## config.mk

```make
export PLATFORM = sky130hd
export DESIGN_NAME = serdes_align_resync_ctrl
export DESIGN_NICKNAME = d
export VERILOG_FILES = /design/src/align_ctrl_pkg.sv /design/src/serdes_align_resync_ctrl.sv
export SDC_FILE = /design/constraint.sdc
export NUM_CORES = 1
export LEC_CHECK = 0
export ABC_CLOCK_PERIOD_IN_PS = 2100
export BUFFER_PORTS_ARGS = -buffer_cell sky130_fd_sc_hd__buf_2
export CAP_MARGIN = 20
export CORE_MARGIN = 10
export CORE_UTILIZATION = 51
export CTS_BUF_LIST = sky130_fd_sc_hd__clkbuf_8
export CTS_CLUSTER_SIZE = 28
export DETAILED_ROUTE_END_ITERATION = 7
export PLACE_DENSITY = 0.86
export SLEW_MARGIN = 20
export SYNTH_ARGS = -nofsm -noshare
export SYNTH_HDL_FRONTEND = slang
export SYNTH_SLANG_ARGS = --single-unit
```

## constraint.sdc

```tcl
create_clock -name CLOCK -period 2.1 [get_ports CLOCK]
set_input_delay 0.315 -clock CLOCK [delete_from_list [all_inputs] [get_ports CLOCK]]
set_output_delay 0.315 -clock CLOCK [all_outputs]
set_load 0.01 [all_outputs]
```

## src/align_ctrl_pkg.sv

```systemverilog
/*
 * Shared constants and carriers for the receive alignment control block:
 * register indices, field positions, reset values and status codes.
 * Assumes a 32-bit Avalon-MM bus; each register index is a word index.
 */
`default_nettype none
package align_ctrl_pkg;
  localparam int NUM_BLK = 2;
  localparam int NUM_CH = 4;
  localparam int IDX_W = 18;
  // Register word indices; the byte address is four times the index.
  localparam logic [IDX_W-1:0] IDX_MEMBER_A = 18'h30810;
  localparam logic [IDX_W-1:0] IDX_MEMBER_B = 18'h30910;
  localparam logic [IDX_W-1:0] IDX_CTRL_A = 18'h30820;
  localparam logic [IDX_W-1:0] IDX_CTRL_B = 18'h30920;
  localparam logic [IDX_W-1:0] IDX_BYPASS_A = 18'h30821;
  localparam logic [IDX_W-1:0] IDX_BYPASS_B = 18'h30921;
  localparam logic [IDX_W-1:0] IDX_STATUS_A = 18'h30804;
  localparam logic [IDX_W-1:0] IDX_STATUS_B = 18'h30904;
  localparam logic [IDX_W-1:0] IDX_LSEL_A = 18'h30830;
  localparam logic [IDX_W-1:0] IDX_LSEL_B = 18'h30930;
  localparam logic [IDX_W-1:0] IDX_SPARE_B = 18'h30933;
  // Field positions within the low byte.
  localparam int BIT_FIRST_RESYNC = 2;
  localparam int BIT_SECOND_RESYNC = 3;
  localparam int BIT_PAIR_RESYNC = 5;
  localparam int BIT_TEN_GIG = 7;
  localparam int BIT_BYPASS = 0;
  localparam int BIT_MEMBER_FIRST = 6;
  localparam int BIT_MEMBER_SECOND = 7;
  localparam int BIT_LSEL_FIRST = 0;
  localparam int BIT_LSEL_SECOND = 1;
  localparam int POS_FIRST_STATE = 4;
  localparam int POS_SECOND_STATE = 6;
  // Link state codes.
  localparam logic [1:0] LS_NO_SYNC = 2'h0;
  localparam logic [1:0] LS_SYNC_DONE = 2'h2;
  localparam logic [1:0] LS_NO_COMMA_CV = 2'h1;
  localparam logic [1:0] LS_UNUSED = 2'h3;
  localparam logic [7:0] RST_BYTE = 8'h00;
  localparam logic [31:0] RD_ZERO = 32'h0000_0000;

  typedef struct packed {
    logic ten_gig;
    logic pair_resync;
    logic second_resync;
    logic first_resync;
  } ctrl_s;
endpackage : align_ctrl_pkg
`default_nettype wire

```

## src/serdes_align_resync_ctrl.sv

```systemverilog
/*
 * Receive alignment control and link state status for a two-block,
 * four-channel transceiver, reached over an Avalon-MM slave.
 * Assumes link state inputs and the bus are synchronous to CLOCK.
 */
// Decided for this implementation: the Avalon-MM register port.
// Overview of operation
// - Single-channel resync bit rise resets channel pointers
// - Pair resync bit rise resyncs block group
// - Ten-gig mode forces both channels' link machine
// - Ten-gig mode bit resets to zero
// - Bypass bit routes data around alignment FIFOs
// - Status registers read-only, cleared on read
// - Status codes: 00, 10 done, 01 violation
// - Status fields at bits 4-5 and 6-7
// - Only member channels join group alignment
`timescale 1ns/1ps
`default_nettype none
module serdes_align_resync_ctrl (
  // Clock, reset and enable
  input wire logic CLOCK,
  input wire logic RST_B,
  input wire logic CE,
  // Avalon-MM slave
  input wire logic [19:0] ADDRESS,
  input wire logic READ,
  input wire logic WRITE,
  input wire logic [3:0] BYTEENABLE,
  input wire logic [31:0] WRITEDATA,
  output logic [31:0] READDATA,
  output logic WAITREQUEST,
  // Link state machine condition, two bits per channel
  input wire logic [7:0] LINK_STATE,
  // Alignment path controls, one bit per channel or block
  output logic [3:0] PTR_RESYNC,
  output logic [1:0] PAIR_RESYNC,
  output logic [3:0] TEN_GIG_SEL,
  output logic [3:0] GROUP_MEMBER,
  output logic [1:0] ALIGN_BYPASS
);

  ////////////////////////////////////////////////////////////////////
  // Bus decode

  logic [align_ctrl_pkg::IDX_W-1:0] idx;
  logic hit_aligned;
  logic req;
  logic take;
  logic wr_take;
  logic wr_lane;
  logic [7:0] wbyte;

  assign idx = ADDRESS[19:2];
  assign hit_aligned = (ADDRESS[1:0] == 2'h0);
  assign req = READ | WRITE;
  // A request is answered on the edge where waitrequest is seen low.
  assign take = CE & req & ~WAITREQUEST;
  assign wr_lane = WRITE & BYTEENABLE[0] & hit_aligned;
  assign wr_take = take & wr_lane;
  assign wbyte = WRITEDATA[7:0];

  ////////////////////////////////////////////////////////////////////
  // Register state

  align_ctrl_pkg::ctrl_s ctrl [align_ctrl_pkg::NUM_BLK];
  logic [1:0] bypass;
  logic [3:0] member;
  logic [3:0] lsel;
  logic [7:0] status [align_ctrl_pkg::NUM_BLK];
  logic [3:0] chan_prev;
  logic [1:0] pair_prev;
  logic [3:0] chan_bits;
  logic [1:0] pair_bits;
  logic [1:0] ten_bits;
  logic [1:0] rd_status;

  genvar b;
  generate
    for (b = 0; b < align_ctrl_pkg::NUM_BLK; b++) begin : g_blk
      localparam logic [align_ctrl_pkg::IDX_W-1:0] I_CTRL =
        (b == 0) ? align_ctrl_pkg::IDX_CTRL_A : align_ctrl_pkg::IDX_CTRL_B;
      localparam logic [align_ctrl_pkg::IDX_W-1:0] I_BYP =
        (b == 0) ? align_ctrl_pkg::IDX_BYPASS_A : align_ctrl_pkg::IDX_BYPASS_B;
      localparam logic [align_ctrl_pkg::IDX_W-1:0] I_MEM =
        (b == 0) ? align_ctrl_pkg::IDX_MEMBER_A : align_ctrl_pkg::IDX_MEMBER_B;
      localparam logic [align_ctrl_pkg::IDX_W-1:0] I_LSEL =
        (b == 0) ? align_ctrl_pkg::IDX_LSEL_A : align_ctrl_pkg::IDX_LSEL_B;
      localparam logic [align_ctrl_pkg::IDX_W-1:0] I_STAT =
        (b == 0) ? align_ctrl_pkg::IDX_STATUS_A : align_ctrl_pkg::IDX_STATUS_B;
      logic [1:0] in_first;
      logic [1:0] in_second;
      logic [7:0] next_status;

      assign chan_bits[2*b] = ctrl[b].first_resync;
      assign chan_bits[2*b+1] = ctrl[b].second_resync;
      assign pair_bits[b] = ctrl[b].pair_resync;
      assign ten_bits[b] = ctrl[b].ten_gig;
      // Status register for this block is read in the same way as any word.
      assign rd_status[b] = CE & req & WAITREQUEST & READ & hit_aligned &
        (idx == I_STAT);
      assign in_first = LINK_STATE[4*b+1 -: 2];
      assign in_second = LINK_STATE[4*b+3 -: 2];

      // Control word; the mode bit resets low so Fibre Channel is default.
      always_ff @(posedge CLOCK or negedge RST_B) begin
        if (!RST_B) begin
          ctrl[b] <= '0;
        end else if (CE && wr_take && idx == I_CTRL) begin
          ctrl[b].first_resync <= wbyte[align_ctrl_pkg::BIT_FIRST_RESYNC];
          ctrl[b].second_resync <= wbyte[align_ctrl_pkg::BIT_SECOND_RESYNC];
          ctrl[b].pair_resync <= wbyte[align_ctrl_pkg::BIT_PAIR_RESYNC];
          ctrl[b].ten_gig <= wbyte[align_ctrl_pkg::BIT_TEN_GIG];
        end
      end

      always_ff @(posedge CLOCK or negedge RST_B) begin
        if (!RST_B) begin
          bypass[b] <= 1'b0;
          member[2*b+1 -: 2] <= 2'h0;
          lsel[2*b+1 -: 2] <= 2'h0;
        end else if (CE && wr_take) begin
          if (idx == I_BYP) begin
            bypass[b] <= wbyte[align_ctrl_pkg::BIT_BYPASS];
          end
          if (idx == I_MEM) begin
            member[2*b] <= wbyte[align_ctrl_pkg::BIT_MEMBER_FIRST];
            member[2*b+1] <= wbyte[align_ctrl_pkg::BIT_MEMBER_SECOND];
          end
          if (idx == I_LSEL) begin
            lsel[2*b] <= wbyte[align_ctrl_pkg::BIT_LSEL_FIRST];
            lsel[2*b+1] <= wbyte[align_ctrl_pkg::BIT_LSEL_SECOND];
          end
        end
      end

      // A reported condition replaces the held one; the unused code is
      // never stored. A new report in the read cycle wins over the clear.
      always_comb begin
        next_status = status[b];
        if (rd_status[b]) begin
          next_status = align_ctrl_pkg::RST_BYTE;
        end
        if (in_first == align_ctrl_pkg::LS_SYNC_DONE ||
            in_first == align_ctrl_pkg::LS_NO_COMMA_CV) begin
          next_status[align_ctrl_pkg::POS_FIRST_STATE +: 2] = in_first;
        end
        if (in_second == align_ctrl_pkg::LS_SYNC_DONE ||
            in_second == align_ctrl_pkg::LS_NO_COMMA_CV) begin
          next_status[align_ctrl_pkg::POS_SECOND_STATE +: 2] = in_second;
        end
      end

      always_ff @(posedge CLOCK or negedge RST_B) begin
        if (!RST_B) begin
          status[b] <= align_ctrl_pkg::RST_BYTE;
        end else if (CE) begin
          status[b] <= next_status;
        end
      end
    end
  endgenerate

  ////////////////////////////////////////////////////////////////////
  // Resync edge detection and control outputs

  always_ff @(posedge CLOCK or negedge RST_B) begin
    if (!RST_B) begin
      chan_prev <= 4'h0;
      pair_prev <= 2'h0;
      PTR_RESYNC <= 4'h0;
      PAIR_RESYNC <= 2'h0;
    end else if (CE) begin
      chan_prev <= chan_bits;
      pair_prev <= pair_bits;
      PAIR_RESYNC <= pair_bits & ~pair_prev;
      // A group resync only reaches channels that belong to the group.
      PTR_RESYNC <= (chan_bits & ~chan_prev) |
        ({{2{pair_bits[1] & ~pair_prev[1]}}, {2{pair_bits[0] & ~pair_prev[0]}}}
          & member);
    end
  end

  always_ff @(posedge CLOCK or negedge RST_B) begin
    if (!RST_B) begin
      TEN_GIG_SEL <= 4'h0;
      GROUP_MEMBER <= 4'h0;
      ALIGN_BYPASS <= 2'h0;
    end else if (CE) begin
      // The block mode overrides the per-channel machine choice.
      TEN_GIG_SEL <= {{2{ten_bits[1]}}, {2{ten_bits[0]}}} | lsel;
      GROUP_MEMBER <= member;
      ALIGN_BYPASS <= bypass;
    end
  end

  ////////////////////////////////////////////////////////////////////
  // Bus answer: one wait cycle, read data registered with it

  logic [31:0] next_rdata;

  always_comb begin
    next_rdata = align_ctrl_pkg::RD_ZERO;
    if (hit_aligned) begin
      unique case (idx)
        align_ctrl_pkg::IDX_CTRL_A: next_rdata[7:0] = {ctrl[0].ten_gig, 1'b0,
          ctrl[0].pair_resync, 1'b0, ctrl[0].second_resync,
          ctrl[0].first_resync, 2'h0};
        align_ctrl_pkg::IDX_CTRL_B: next_rdata[7:0] = {ctrl[1].ten_gig, 1'b0,
          ctrl[1].pair_resync, 1'b0, ctrl[1].second_resync,
          ctrl[1].first_resync, 2'h0};
        align_ctrl_pkg::IDX_BYPASS_A: next_rdata[0] = bypass[0];
        align_ctrl_pkg::IDX_BYPASS_B: next_rdata[0] = bypass[1];
        align_ctrl_pkg::IDX_MEMBER_A: next_rdata[7:6] = member[1:0];
        align_ctrl_pkg::IDX_MEMBER_B: next_rdata[7:6] = member[3:2];
        align_ctrl_pkg::IDX_LSEL_A: next_rdata[1:0] = lsel[1:0];
        align_ctrl_pkg::IDX_LSEL_B: next_rdata[1:0] = lsel[3:2];
        align_ctrl_pkg::IDX_STATUS_A: next_rdata[7:0] = status[0];
        align_ctrl_pkg::IDX_STATUS_B: next_rdata[7:0] = status[1];
        default: next_rdata = align_ctrl_pkg::RD_ZERO;
      endcase
    end
  end

  always_ff @(posedge CLOCK or negedge RST_B) begin
    if (!RST_B) begin
      WAITREQUEST <= 1'b1;
      READDATA <= align_ctrl_pkg::RD_ZERO;
    end else if (CE) begin
      WAITREQUEST <= ~(req & WAITREQUEST);
      if (req && WAITREQUEST && READ) begin
        READDATA <= next_rdata;
      end
    end
  end

  ////////////////////////////////////////////////////////////////////
  // Checks

  a_chan_edge_pulse: assert property (
    @(posedge CLOCK) disable iff (!RST_B)
    CE && chan_bits[0] && !chan_prev[0] |=> PTR_RESYNC[0])
    else $error("channel resync edge gave no pointer reset");

  a_pulse_one_cycle: assert property (
    @(posedge CLOCK) disable iff (!RST_B)
    CE && PTR_RESYNC[1] |=> !PTR_RESYNC[1])
    else $error("pointer reset pulse held too long");

  a_pair_edge_pulse: assert property (
    @(posedge CLOCK) disable iff (!RST_B)
    CE && pair_bits[1] && !pair_prev[1] |=> PAIR_RESYNC[1]
      && (PTR_RESYNC[3:2] & $past(member[3:2])) == $past(member[3:2]))
    else $error("pair resync missed a member channel");

  a_member_gate: assert property (
    @(posedge CLOCK) disable iff (!RST_B)
    CE && pair_bits[0] && !pair_prev[0] && !member[0] && !chan_bits[0]
      |=> !PTR_RESYNC[0])
    else $error("non-member channel reset by pair resync");

  a_ten_gig_override: assert property (
    @(posedge CLOCK) disable iff (!RST_B)
    CE && ten_bits[0] |=> TEN_GIG_SEL[1:0] == 2'h3)
    else $error("ten-gig mode did not force link machine");

  a_bypass_follow: assert property (
    @(posedge CLOCK) disable iff (!RST_B)
    CE && wr_take && idx == align_ctrl_pkg::IDX_BYPASS_B ##1 CE
      |=> ALIGN_BYPASS[1] == $past(WRITEDATA[0], 2))
    else $error("bypass output does not follow write");

  a_status_clear: assert property (
    @(posedge CLOCK) disable iff (!RST_B)
    rd_status[0] && LINK_STATE[3:0] == 4'h0 |=> status[0] == 8'h00
      && !WAITREQUEST)
    else $error("status not cleared by read");

  a_status_code: assert property (
    @(posedge CLOCK) disable iff (!RST_B)
    status[1][5:4] != align_ctrl_pkg::LS_UNUSED
      && status[1][7:6] != align_ctrl_pkg::LS_UNUSED && status[1][3:0] == 4'h0)
    else $error("status holds unused code or reserved bit");

  a_status_field: assert property (
    @(posedge CLOCK) disable iff (!RST_B)
    CE && LINK_STATE[7:6] == align_ctrl_pkg::LS_SYNC_DONE
      |=> status[1][7:6] == align_ctrl_pkg::LS_SYNC_DONE)
    else $error("second channel state not captured");

  a_mode_default: assert property (
    @(posedge CLOCK) disable iff (!RST_B)
    !ten_bits[1] && !(CE && wr_take) |=> !ten_bits[1])
    else $error("ten-gig mode set without a write");

  a_wait_answer: assert property (
    @(posedge CLOCK) disable iff (!RST_B)
    CE && req && WAITREQUEST |=> !WAITREQUEST)
    else $error("request not answered after one wait cycle");

endmodule : serdes_align_resync_ctrl
`default_nettype wire

```

==> results.py, run 1 <==
metrics = {
    "run_status": {
        "status": "finished clean",
    },
    "floorplanning": {
        "pin_count": 118,
        "fp.dieH_um": 97.1,
        "dieWidth_um": 97.1,
        "core_area_um2": 5850,
        "die-area_um2": 9440,
        "row_count": 28,
        "initial_utilization": 0.519,
    },
    "clock_network": {
        "cts_buffers": 9,
        "clockBufferDepth": 2,
        "clk_pin_slew_ps": 70,
        "clkLatencyLatePin_ps": 350,
        "cts.sinks": 57,
        "clockRootBuffer": "clkbuf_8",
        "clock_tree.htree_level_count": 3,
        "post_cts_resize_count": 0,
        "cts_tree": "built",
    },
    "routing": {
        "drt-pass1-iter-count": 4,
        "vias_per_cell": 5.43,
        "vias": 2335,
        "wl_per_cell_um": 17.4,
        "drtIter0Drc": 132,
        "routed_wl_um": 7500,
        "final_antenna_net_count": 0,
        "drc": 0,
    },
    "sta": {
        "fin_crit_sh": 0.934,
        "clock_skew_ps": 7.68,
        "grt_setup_unrepaired": "no",
        "setup_viol": 0,
        "finalMaxSlewViolations": 0,
        "fmax_mhz": 510,
        "final_hold_viol_count": 0,
        "setup_tns_ps": 0,
        "post-route-min-period_ps": 1960,
    },
    "synth": {
        "synth_seq_cells": 57,
        "synth_flop_cell": "dfrtp_1",
        "ys_warn_count": 0,
        "syn_area_um2": 3040,
        "synth.area.top_cells": "dfrtp_1 (46%), mux2_2 (13%), buf_4 (5.9%)",
        "netlist.area_leader.share": 0.462,
        "syn_avg_cell_area_um2": 11.2,
        "synth-async-reset-ratio": 1.00,
        "synth_seq_area_share": 0.470,
        "synth_top_area_cell": "dfrtp_1",
        "synth_edf_count": 0,
        "synth_cell_types": 51,
        "synth_cells": 270,
    },
    "grt": {
        "antenna_found_initial": 0,
        "grt_pass1_vias": 2505,
        "grt_first_pass_wirelength_um": 12300,
        "grt.overflow.total": 0,
        "grt_max_degree": 25,
        "grt.total_usage": 0.161,
    },
    "pwr": {
        "vdd_drop_max_mv": 0.391,
        "leakage_nw": 1.85,
        "power-per-cell-area_nw_per_um2": 680,
    },
    "cells_and_area": {
        "drive_above_1_share": 0.394,
        "mostFrequentLayoutCell": "buf_2",
        "final_nets": 427,
        "synthToLayoutAreaGrowth_pct": 19.7,
        "final_cell_mix": "buf_2 (65), dfrtp_1 (56), mux2_2 (34)",
        "final_cells": 430,
        "num_antenna_cells": 0,
    },
    "placement": {
        "port_buffers": 65,
        "dpl.hpwl_um": 6010,
        "placed_cells": 413,
        "routabilityCongestion": 0.894,
    },
    "min_path": {
        "min-delay-path-class": "primary input to flop",
    },
    "critical_path": {
        "cp_max_fo": 6,
        "cp-end-kind": "flop",
        "crit_family": "simple AND/OR/NAND/NOR gates",
        "path_cells": "and3_1, nand4_1, or4_1, o21ai_0",
        "cpPeakStageDelay_ps": 600,
        "cp.required_ps": 2360,
        "path_class": "flop to flop",
        "cp-start-kind": "flop",
        "path_buf_inv": 0,
        "crit_arrival_ps": 2230,
        "crit_slowest_cell": "or4_1",
        "reg2reg_slack_ps": 140,
    },
    "run": {
        "maxCapViolations": 0,
    },
}
cells by family (layout without fill, tap and decap cells):
family	Yosys count	in the layout	synth area share
simple gates	80	80	0.161
flops	57	57	0.470
mux	48	48	0.177
buf+inv	44	106	0.0845
compound gates	30	30	0.0676
fa+ha+maj	8	8	0.0330
xor+xnor	2	2	0.00577
other cells	1	24	0.00124
flip-flops by register name, indices dropped and copies added (netlist names), 4 cells and up:
name          cells
chan_bits         4
READDATA          8
member            4
GROUP_MEMBER      4
status            8
lsel              4
TEN_GIG_SEL       4
ctrl              4
PTR_RESYNC        4
chan_prev         4
cell usage after synthesis, types with 2 or more instances:
cell and instances:
dfrtp_1 56, mux2_2 34, buf_4 24, nor2_1 17, nand2_1 14, inv_1 12
mux2i_1 9, ha_1 8, nand3_1 8, nand4_1 8, o21ai_0 8, clkbuf_1 6
o22ai_1 5, a21oi_1 4, mux2_1 3, nor3_1 3, nor3b_1 3, nor4_1 3
or4_1 3, a221o_1 2, a221oi_1 2, a32o_1 2, and3_1 2, mux2_4 2
nand3b_1 2, nor4_4 2, o211ai_1 2, or4_4 2, xor2_1 2
worst paths after layout:
path	startpoint	to	cells past startpoint
max in group asynchronous	RST_B	WAITREQUEST	3
min	WRITEDATA[1]	lsel[1]	2
max reg2reg	WAITREQUEST	READDATA[3]	4
max	WAITREQUEST	READDATA[3]	4
min reg2reg	READDATA[7]	READDATA[7]	2
min in group asynchronous	RST_B	member[0]	2
stage by stage:
stage	power [W]	util	area, µm²	hold slack [ps]	setup slack [ps]
finish	0.00247	0.621	3630	197	140
global route	0.00256	0.621	3630	202	4.92
CTS	0.00247	0.621	3630	195	135
detailed placement	0.00144	0.584	3420	281	74.7
global placement	0.00143	0.584	3420	277	87.2
floorplan	0.00134	-	3120	19.4	306
layout make-up:
type | instances | area (µm²)
multi-input cells | 192 | 1440
inverters | 12 | 45.0
flip-flops and latches | 57 | 1430
fillers | 500 | 2220
clock inverters | 7 | 78.8
clock buffers | 9 | 124
well taps | 75 | 93.8
repair buffers | 78 | 425
power breakdown:
| group | leakage, nW | switching (W) | internal, W |
|---|---|---|---|
| Sequential | 0.776 | 0.0000207 | 0.00113 |
| Combinational | 0.980 | 0.000159 | 0.000108 |
| Clock | 0.0921 | 0.000492 | 0.000554 |
| Total | 1.85 | 0.000671 | 0.00180 |
metal layers:
layer	routed length, µm	up-vias	track usage	share of wire
met1	3090	1143	0.185	0.41
met2	3710	86	0.266	0.49
met3	524	19	0.0491	0.070
li1	-	1087	-	-
met4	184	0	0.0749	0.025
met5	0	-	0	0
what timing repair did:
item,4_1_cts,5_1_grt
hold buffers,1,0
buffers inserted,0,0
endpoints found under the hold margin,18,0
No activity file was read; power rests on OpenSTA's default activity.
==> run 2, diff against run 1 <==
--- a/config.mk
+++ b/config.mk
@@ -7,12 +7,12 @@
 export LEC_CHECK = 0
 export ABC_CLOCK_PERIOD_IN_PS = 2100
-export BUFFER_PORTS_ARGS = -buffer_cell sky130_fd_sc_hd__buf_2
 export CAP_MARGIN = 20
 export CORE_MARGIN = 10
-export CORE_UTILIZATION = 51
+export CORE_UTILIZATION = 66
 export CTS_BUF_LIST = sky130_fd_sc_hd__clkbuf_8
 export CTS_CLUSTER_SIZE = 28
 export DETAILED_ROUTE_END_ITERATION = 7
-export PLACE_DENSITY = 0.86
+export DONT_BUFFER_PORTS = 1
+export PLACE_DENSITY = 0.85
 export SLEW_MARGIN = 20
 export SYNTH_ARGS = -nofsm -noshare
==> constraint.sdc (replaced) <==
create_clock -name CLOCK -period 2.1 [get_ports CLOCK]
set_input_delay 0.315 -clock CLOCK [delete_from_list [all_inputs] [get_ports CLOCK]]
set_output_delay 0.315 -clock CLOCK [all_outputs]
set_load 0.05 [all_outputs]
==> results.py, run 2 (same netlist as run 1, synthesis figures left out) <==
metrics = {
    "critical_path": {
        "path_buf_inv": 0,
        "cp_max_fo": 5,
        "path_cells": "and3_1, nand4_1, or4_1, o21ai_0",
        "cp-start-kind": "flop",
        "cp-end-kind": "flop",
        "path_class": "flop to flop",
        "crit_slowest_cell": "or4_1",
        "crit_arrival_ps": 2170,
        "cpPeakStageDelay_ps": 580,
        "cp.required_ps": 2350,
        "crit_family": "simple AND/OR/NAND/NOR gates",
    },
    "cells_and_area": {
        "multi_input_area_um2": 1440,
        "reg.largest.list": "READDATA: 8 flops, status: 8 flops",
        "fillCellCount": 310,
        "synthToLayoutAreaGrowth_pct": 6.80,
        "final_util": 0.734,
        "regArea_um2": 1430,
        "mostFrequentLayoutCell": "dfrtp_1",
        "drive_above_1_share": 0.227,
        "final_nets": 358,
        "final_cell_mix": "dfrtp_1 (56), mux2_2 (34), conb_1 (24)",
        "num_antenna_cells": 0,
    },
    "pwr": {
        "p_comb_frac": 0.111,
        "clock_power_share": 0.391,
        "p_sw_frac": 0.271,
        "vdd_drop_max_mv": 0.535,
        "power-per-cell-area_nw_per_um2": 735,
        "leakage_nw": 1.57,
        "seqPwrFrac": 0.498,
        "p_int_w": 0.00174,
        "p_switching_w": 0.000646,
    },
    "placement": {
        "port_buffers": 0,
        "dpl.hpwl_um": 5430,
        "routabilityCongestion": 0.855,
    },
    "floorplanning": {
        "core_area_um2": 4410,
        "row_count": 24,
        "pin_count": 118,
        "fp.dieH_um": 87.8,
        "dieWidth_um": 87.8,
        "initial_utilization": 0.688,
        "die-area_um2": 7710,
    },
    "sta": {
        "maxSlewHeadroom": 0.612,
        "final_hold_viol_count": 0,
        "clock_skew_ps": 5.75,
        "tightest_slew_ps": 577,
        "finalMaxSlewViolations": 0,
        "post-route-min-period_ps": 1920,
        "whs_ps": 59.7,
        "grt_setup_unrepaired": "no",
        "setup_tns_ps": 0,
        "setup_viol": 0,
        "fin_crit_sh": 0.913,
        "fmax_mhz": 522,
    },
    "run": {
        "maxCapViolations": 0,
    },
    "min_path": {
        "min-delay-path-class": "primary input to flop",
    },
    "clock_network": {
        "clk_pin_slew_ps": 60,
        "cts_setup_buffers": 0,
        "post_cts_resize_count": 0,
        "clock_tree.htree_level_count": 3,
        "clkLatencyLatePin_ps": 340,
        "hold_buffers": 2,
        "clockRootBuffer": "clkbuf_8",
        "cts_buffers": 9,
        "cts.sinks": 57,
        "cts_tree": "built",
        "clockBufferDepth": 2,
    },
    "routing": {
        "drt-pass1-iter-count": 4,
        "drc": 0,
        "drtIter0Drc": 194,
        "routed_wl_um": 7160,
        "vias": 2098,
        "final_antenna_net_count": 0,
        "wl_per_cell_um": 21.2,
        "vias_per_cell": 6.21,
    },
    "grt": {
        "grt.total_usage": 0.191,
        "busiest_layer": "met2",
        "antenna_found_initial": 1,
        "grt_first_pass_wirelength_um": 11300,
        "met2_usage": 0.311,
        "grt.overflow.total": 0,
        "grt_use_met3": 0.0789,
        "grt_pass1_vias": 2245,
        "grt_max_degree": 58,
        "grt_use_met1": 0.210,
    },
    "run_status": {
        "status": "finished clean",
    },
}
## run 2: cell count changes in the layout (fill, tap and decap cells not counted), sizes merged
cell,delta
clkinvlp,-3
clkinv,-2
inv,+5
buf,-69
## run 2: final timing paths
kind / startpoint / to / slack (ps) / cells after the start
max reg2reg: WAITREQUEST / READDATA[2] / 180 / 4
max: WAITREQUEST / READDATA[2] / 180 / 4
max in group asynchronous: RST_B / WAITREQUEST / 1310 / 2
min reg2reg: chan_prev[3] / chan_prev[3] / 510 / 1
min in group asynchronous: RST_B / READDATA[1] / 500 / 2
min: CE / TEN_GIG_SEL[3] / 60 / 1
## run 2: metrics by stage
step / setup WS [ps] / std cells / area (µm²) / total power [W]
4_1_cts: 205 / 338 / 3240 / 0.00238
2_1_floorplan: 259 / 293 / 3120 / 0.00145
6_report: 183 / 338 / 3240 / 0.00238
5_1_grt: 119 / 338 / 3240 / 0.00246
3_3_place_gp: 243 / 320 / 3030 / 0.00143
3_5_place_dp: 199 / 320 / 3030 / 0.00144
## run 2: routing by layer
| metal | wire [µm] | part of all wire | up-vias |
|---|---|---|---|
| li1 | - | - | 948 |
| met1 | 2620 | 0.37 | 1024 |
| met2 | 3440 | 0.48 | 103 |
| met3 | 901 | 0.13 | 21 |
| met4 | 180 | 0.025 | 2 |
| met5 | 13 | 0.0018 | - |
## run 2: power by group through the flow
| stage | clock [W] | sequential (W) | combinational, W |
|---|---|---|---|
| 6_report | 0.000931 | 0.00119 | 0.000265 |
| 5_1_grt | 0.000987 | 0.00119 | 0.000286 |
| 4_1_cts | 0.000934 | 0.00119 | 0.000263 |
| 3_5_place_dp | 0 | 0.00121 | 0.000232 |
| 3_3_place_gp | 0 | 0.00120 | 0.000228 |
| 2_1_floorplan | 0 | 0.00121 | 0.000244 |
## run 2: final cells by class
type                    count  share of cell area
multi-input cells         192               0.443
flip-flops and latches     57               0.440
clock buffers               9              0.0382
repair buffers              9              0.0278
well taps                  52              0.0201
clock inverters             7              0.0162
inverters                  12              0.0139
==> run 3, diff against run 2 <==
ABC_CLOCK_PERIOD_IN_PS = 2410   (was 2100)
CORE_UTILIZATION = 67   (was 66)
PLACE_DENSITY = 0.86   (was 0.85)
clock period = 2.41 ns   (was 2.1 ns; I/O delays follow)
==> results.py, run 3 (same netlist as run 1, synthesis figures left out) <==
metrics = {
    "cells_and_area": {
        "multi_input_area_um2": 1440,
        "final_nets": 355,
        "synthToLayoutAreaGrowth_pct": 7.17,
        "regArea_um2": 1430,
        "final_cell_mix": "dfrtp_1 (56), mux2_2 (34), conb_1 (24)",
        "drive_above_1_share": 0.237,
        "final_util": 0.742,
        "fillCellCount": 282,
        "num_antenna_cells": 0,
        "reg.largest.list": "READDATA: 8 flops, status: 8 flops",
        "mostFrequentLayoutCell": "dfrtp_1",
        "design_area_um2": 3250,
    },
    "critical_path": {
        "crit_slowest_cell": "or4_1",
        "cp-start-kind": "flop",
        "path_cells": "and3_1, nand4_1, or4_1, o21ai_0",
        "path_class": "flop to flop",
        "path_buf_inv": 0,
        "crit_arrival_ps": 2200,
        "cp.required_ps": 2670,
        "crit_family": "simple AND/OR/NAND/NOR gates",
        "cp_max_fo": 5,
        "cp-end-kind": "flop",
        "cpPeakStageDelay_ps": 580,
    },
    "sta": {
        "final_hold_viol_count": 0,
        "setup_viol": 0,
        "maxSlewHeadroom": 0.544,
        "fin_crit_sh": 0.805,
        "post-route-min-period_ps": 1940,
        "tightest_slew_ps": 675,
        "setup_tns_ps": 0,
        "clock_skew_ps": 9.39,
        "finalMaxSlewViolations": 0,
        "fmax_mhz": 516,
        "grt_setup_unrepaired": "no",
        "setup_slack_ps": 471,
    },
    "grt": {
        "grt_first_pass_wirelength_um": 11200,
        "grt_max_degree": 58,
        "antenna_found_initial": 0,
        "grt_pass1_vias": 2147,
        "grt.total_usage": 0.192,
        "grt.overflow.total": 0,
    },
    "clock_network": {
        "clock_tree.htree_level_count": 3,
        "clk_pin_slew_ps": 70,
        "cts.sinks": 57,
        "cts_tree": "built",
        "cts_buffers": 9,
        "clockRootBuffer": "clkbuf_8",
        "clkLatencyLatePin_ps": 340,
        "post_cts_resize_count": 0,
        "clockBufferDepth": 2,
    },
    "routing": {
        "final_antenna_net_count": 0,
        "drtIter0Drc": 200,
        "vias_per_cell": 6.17,
        "dr_wl_met3_um": 1010,
        "vias": 2068,
        "wl_per_cell_um": 21.5,
        "route.met2.wl_um": 3420,
        "drc": 0,
        "drt-pass1-iter-count": 5,
        "top_layer": "met4",
        "routed_wl_um": 7200,
        "wl_met1_um": 2570,
    },
    "floorplanning": {
        "die-area_um2": 7620,
        "core_area_um2": 4380,
        "initial_utilization": 0.692,
        "pin_count": 118,
        "fp.dieH_um": 87.3,
        "dieWidth_um": 87.3,
        "row_count": 24,
    },
    "pwr": {
        "totalPowerFinal_w": 0.00223,
        "vdd_drop_max_mv": 0.529,
        "power-per-cell-area_nw_per_um2": 686,
        "leakage_nw": 1.55,
    },
    "min_path": {
        "min-delay-path-class": "primary input to flop",
    },
    "placement": {
        "dpl_worst_slack_ps": 458,
        "routabilityCongestion": 0.898,
        "port_buffers": 0,
        "dpl.hpwl_um": 5330,
        "dpl_cell_area_um2": 3010,
    },
    "run_status": {
        "status": "finished clean",
    },
    "run": {
        "maxCapViolations": 0,
    },
}
==> run 3: changes by cell type in the layout (fill, tap and decap cells not counted) <==
cell / previous run / this run
buf_4: 7 / 4
clkinv_2: 0 / 3
bufinv_16: 1 / 2
clkinvlp_4: 0 / 1
inv_1: 18 / 13
==> run 3: path summary, 6_finish.rpt <==
kind,startpoint,endpoint,slack (ps),cells past startpoint
min,CE,TEN_GIG_SEL[3],100,1
min in group asynchronous,RST_B,member[1],560,2
max reg2reg,WAITREQUEST,READDATA[2],470,4
max in group asynchronous,RST_B,WAITREQUEST,1570,2
min reg2reg,chan_prev[3],chan_prev[3],510,1
max,WAITREQUEST,READDATA[2],470,4
==> run 3: worst register-to-register path: stages, from the launching register on <==
cell and delay (ps):
dfstp_2 560, and3_1 260, nand4_1 270, or4_1 580, o21ai_0 190
==> run 3: per-layer routing <==
layer	vias up	track usage
met4	0	0.0957
met3	22	0.101
li1	941	-
met5	-	0
met2	108	0.305
met1	997	0.203
==> run 3: report_power, final <==
| part | switching (W) | internal (W) | total, W |
|---|---|---|---|
| clock | 0.000396 | 0.000572 | 0.000968 |
| combinational | 0.000162 | 0.0000672 | 0.000229 |
| sequential | 0.0000442 | 0.000989 | 0.00103 |
==> run 3: layout make-up <==
type	count	area share
timing repair buffer	6	0.0208
clock inverter	7	0.0265
inverter	12	0.0138
multi-input combinational	192	0.442
tap	52	0.0200
sequential	57	0.439
clock buffer	9	0.0381
==> run 3: per-stage QoR <==
step	hold slack, ps	std cells
5_1_grt	86.2	335
4_1_cts	88.8	335
3_3_place_gp	68.3	317
2_1_floorplan	65.9	293
6_report	99.0	335
3_5_place_dp	68.0	317
==> run 3: repair_timing <==
item | in CTS | in global routing
endpoints found under the hold margin | 57 | 0
hold buffers | 2 | 0
buffers inserted | 0 | 0
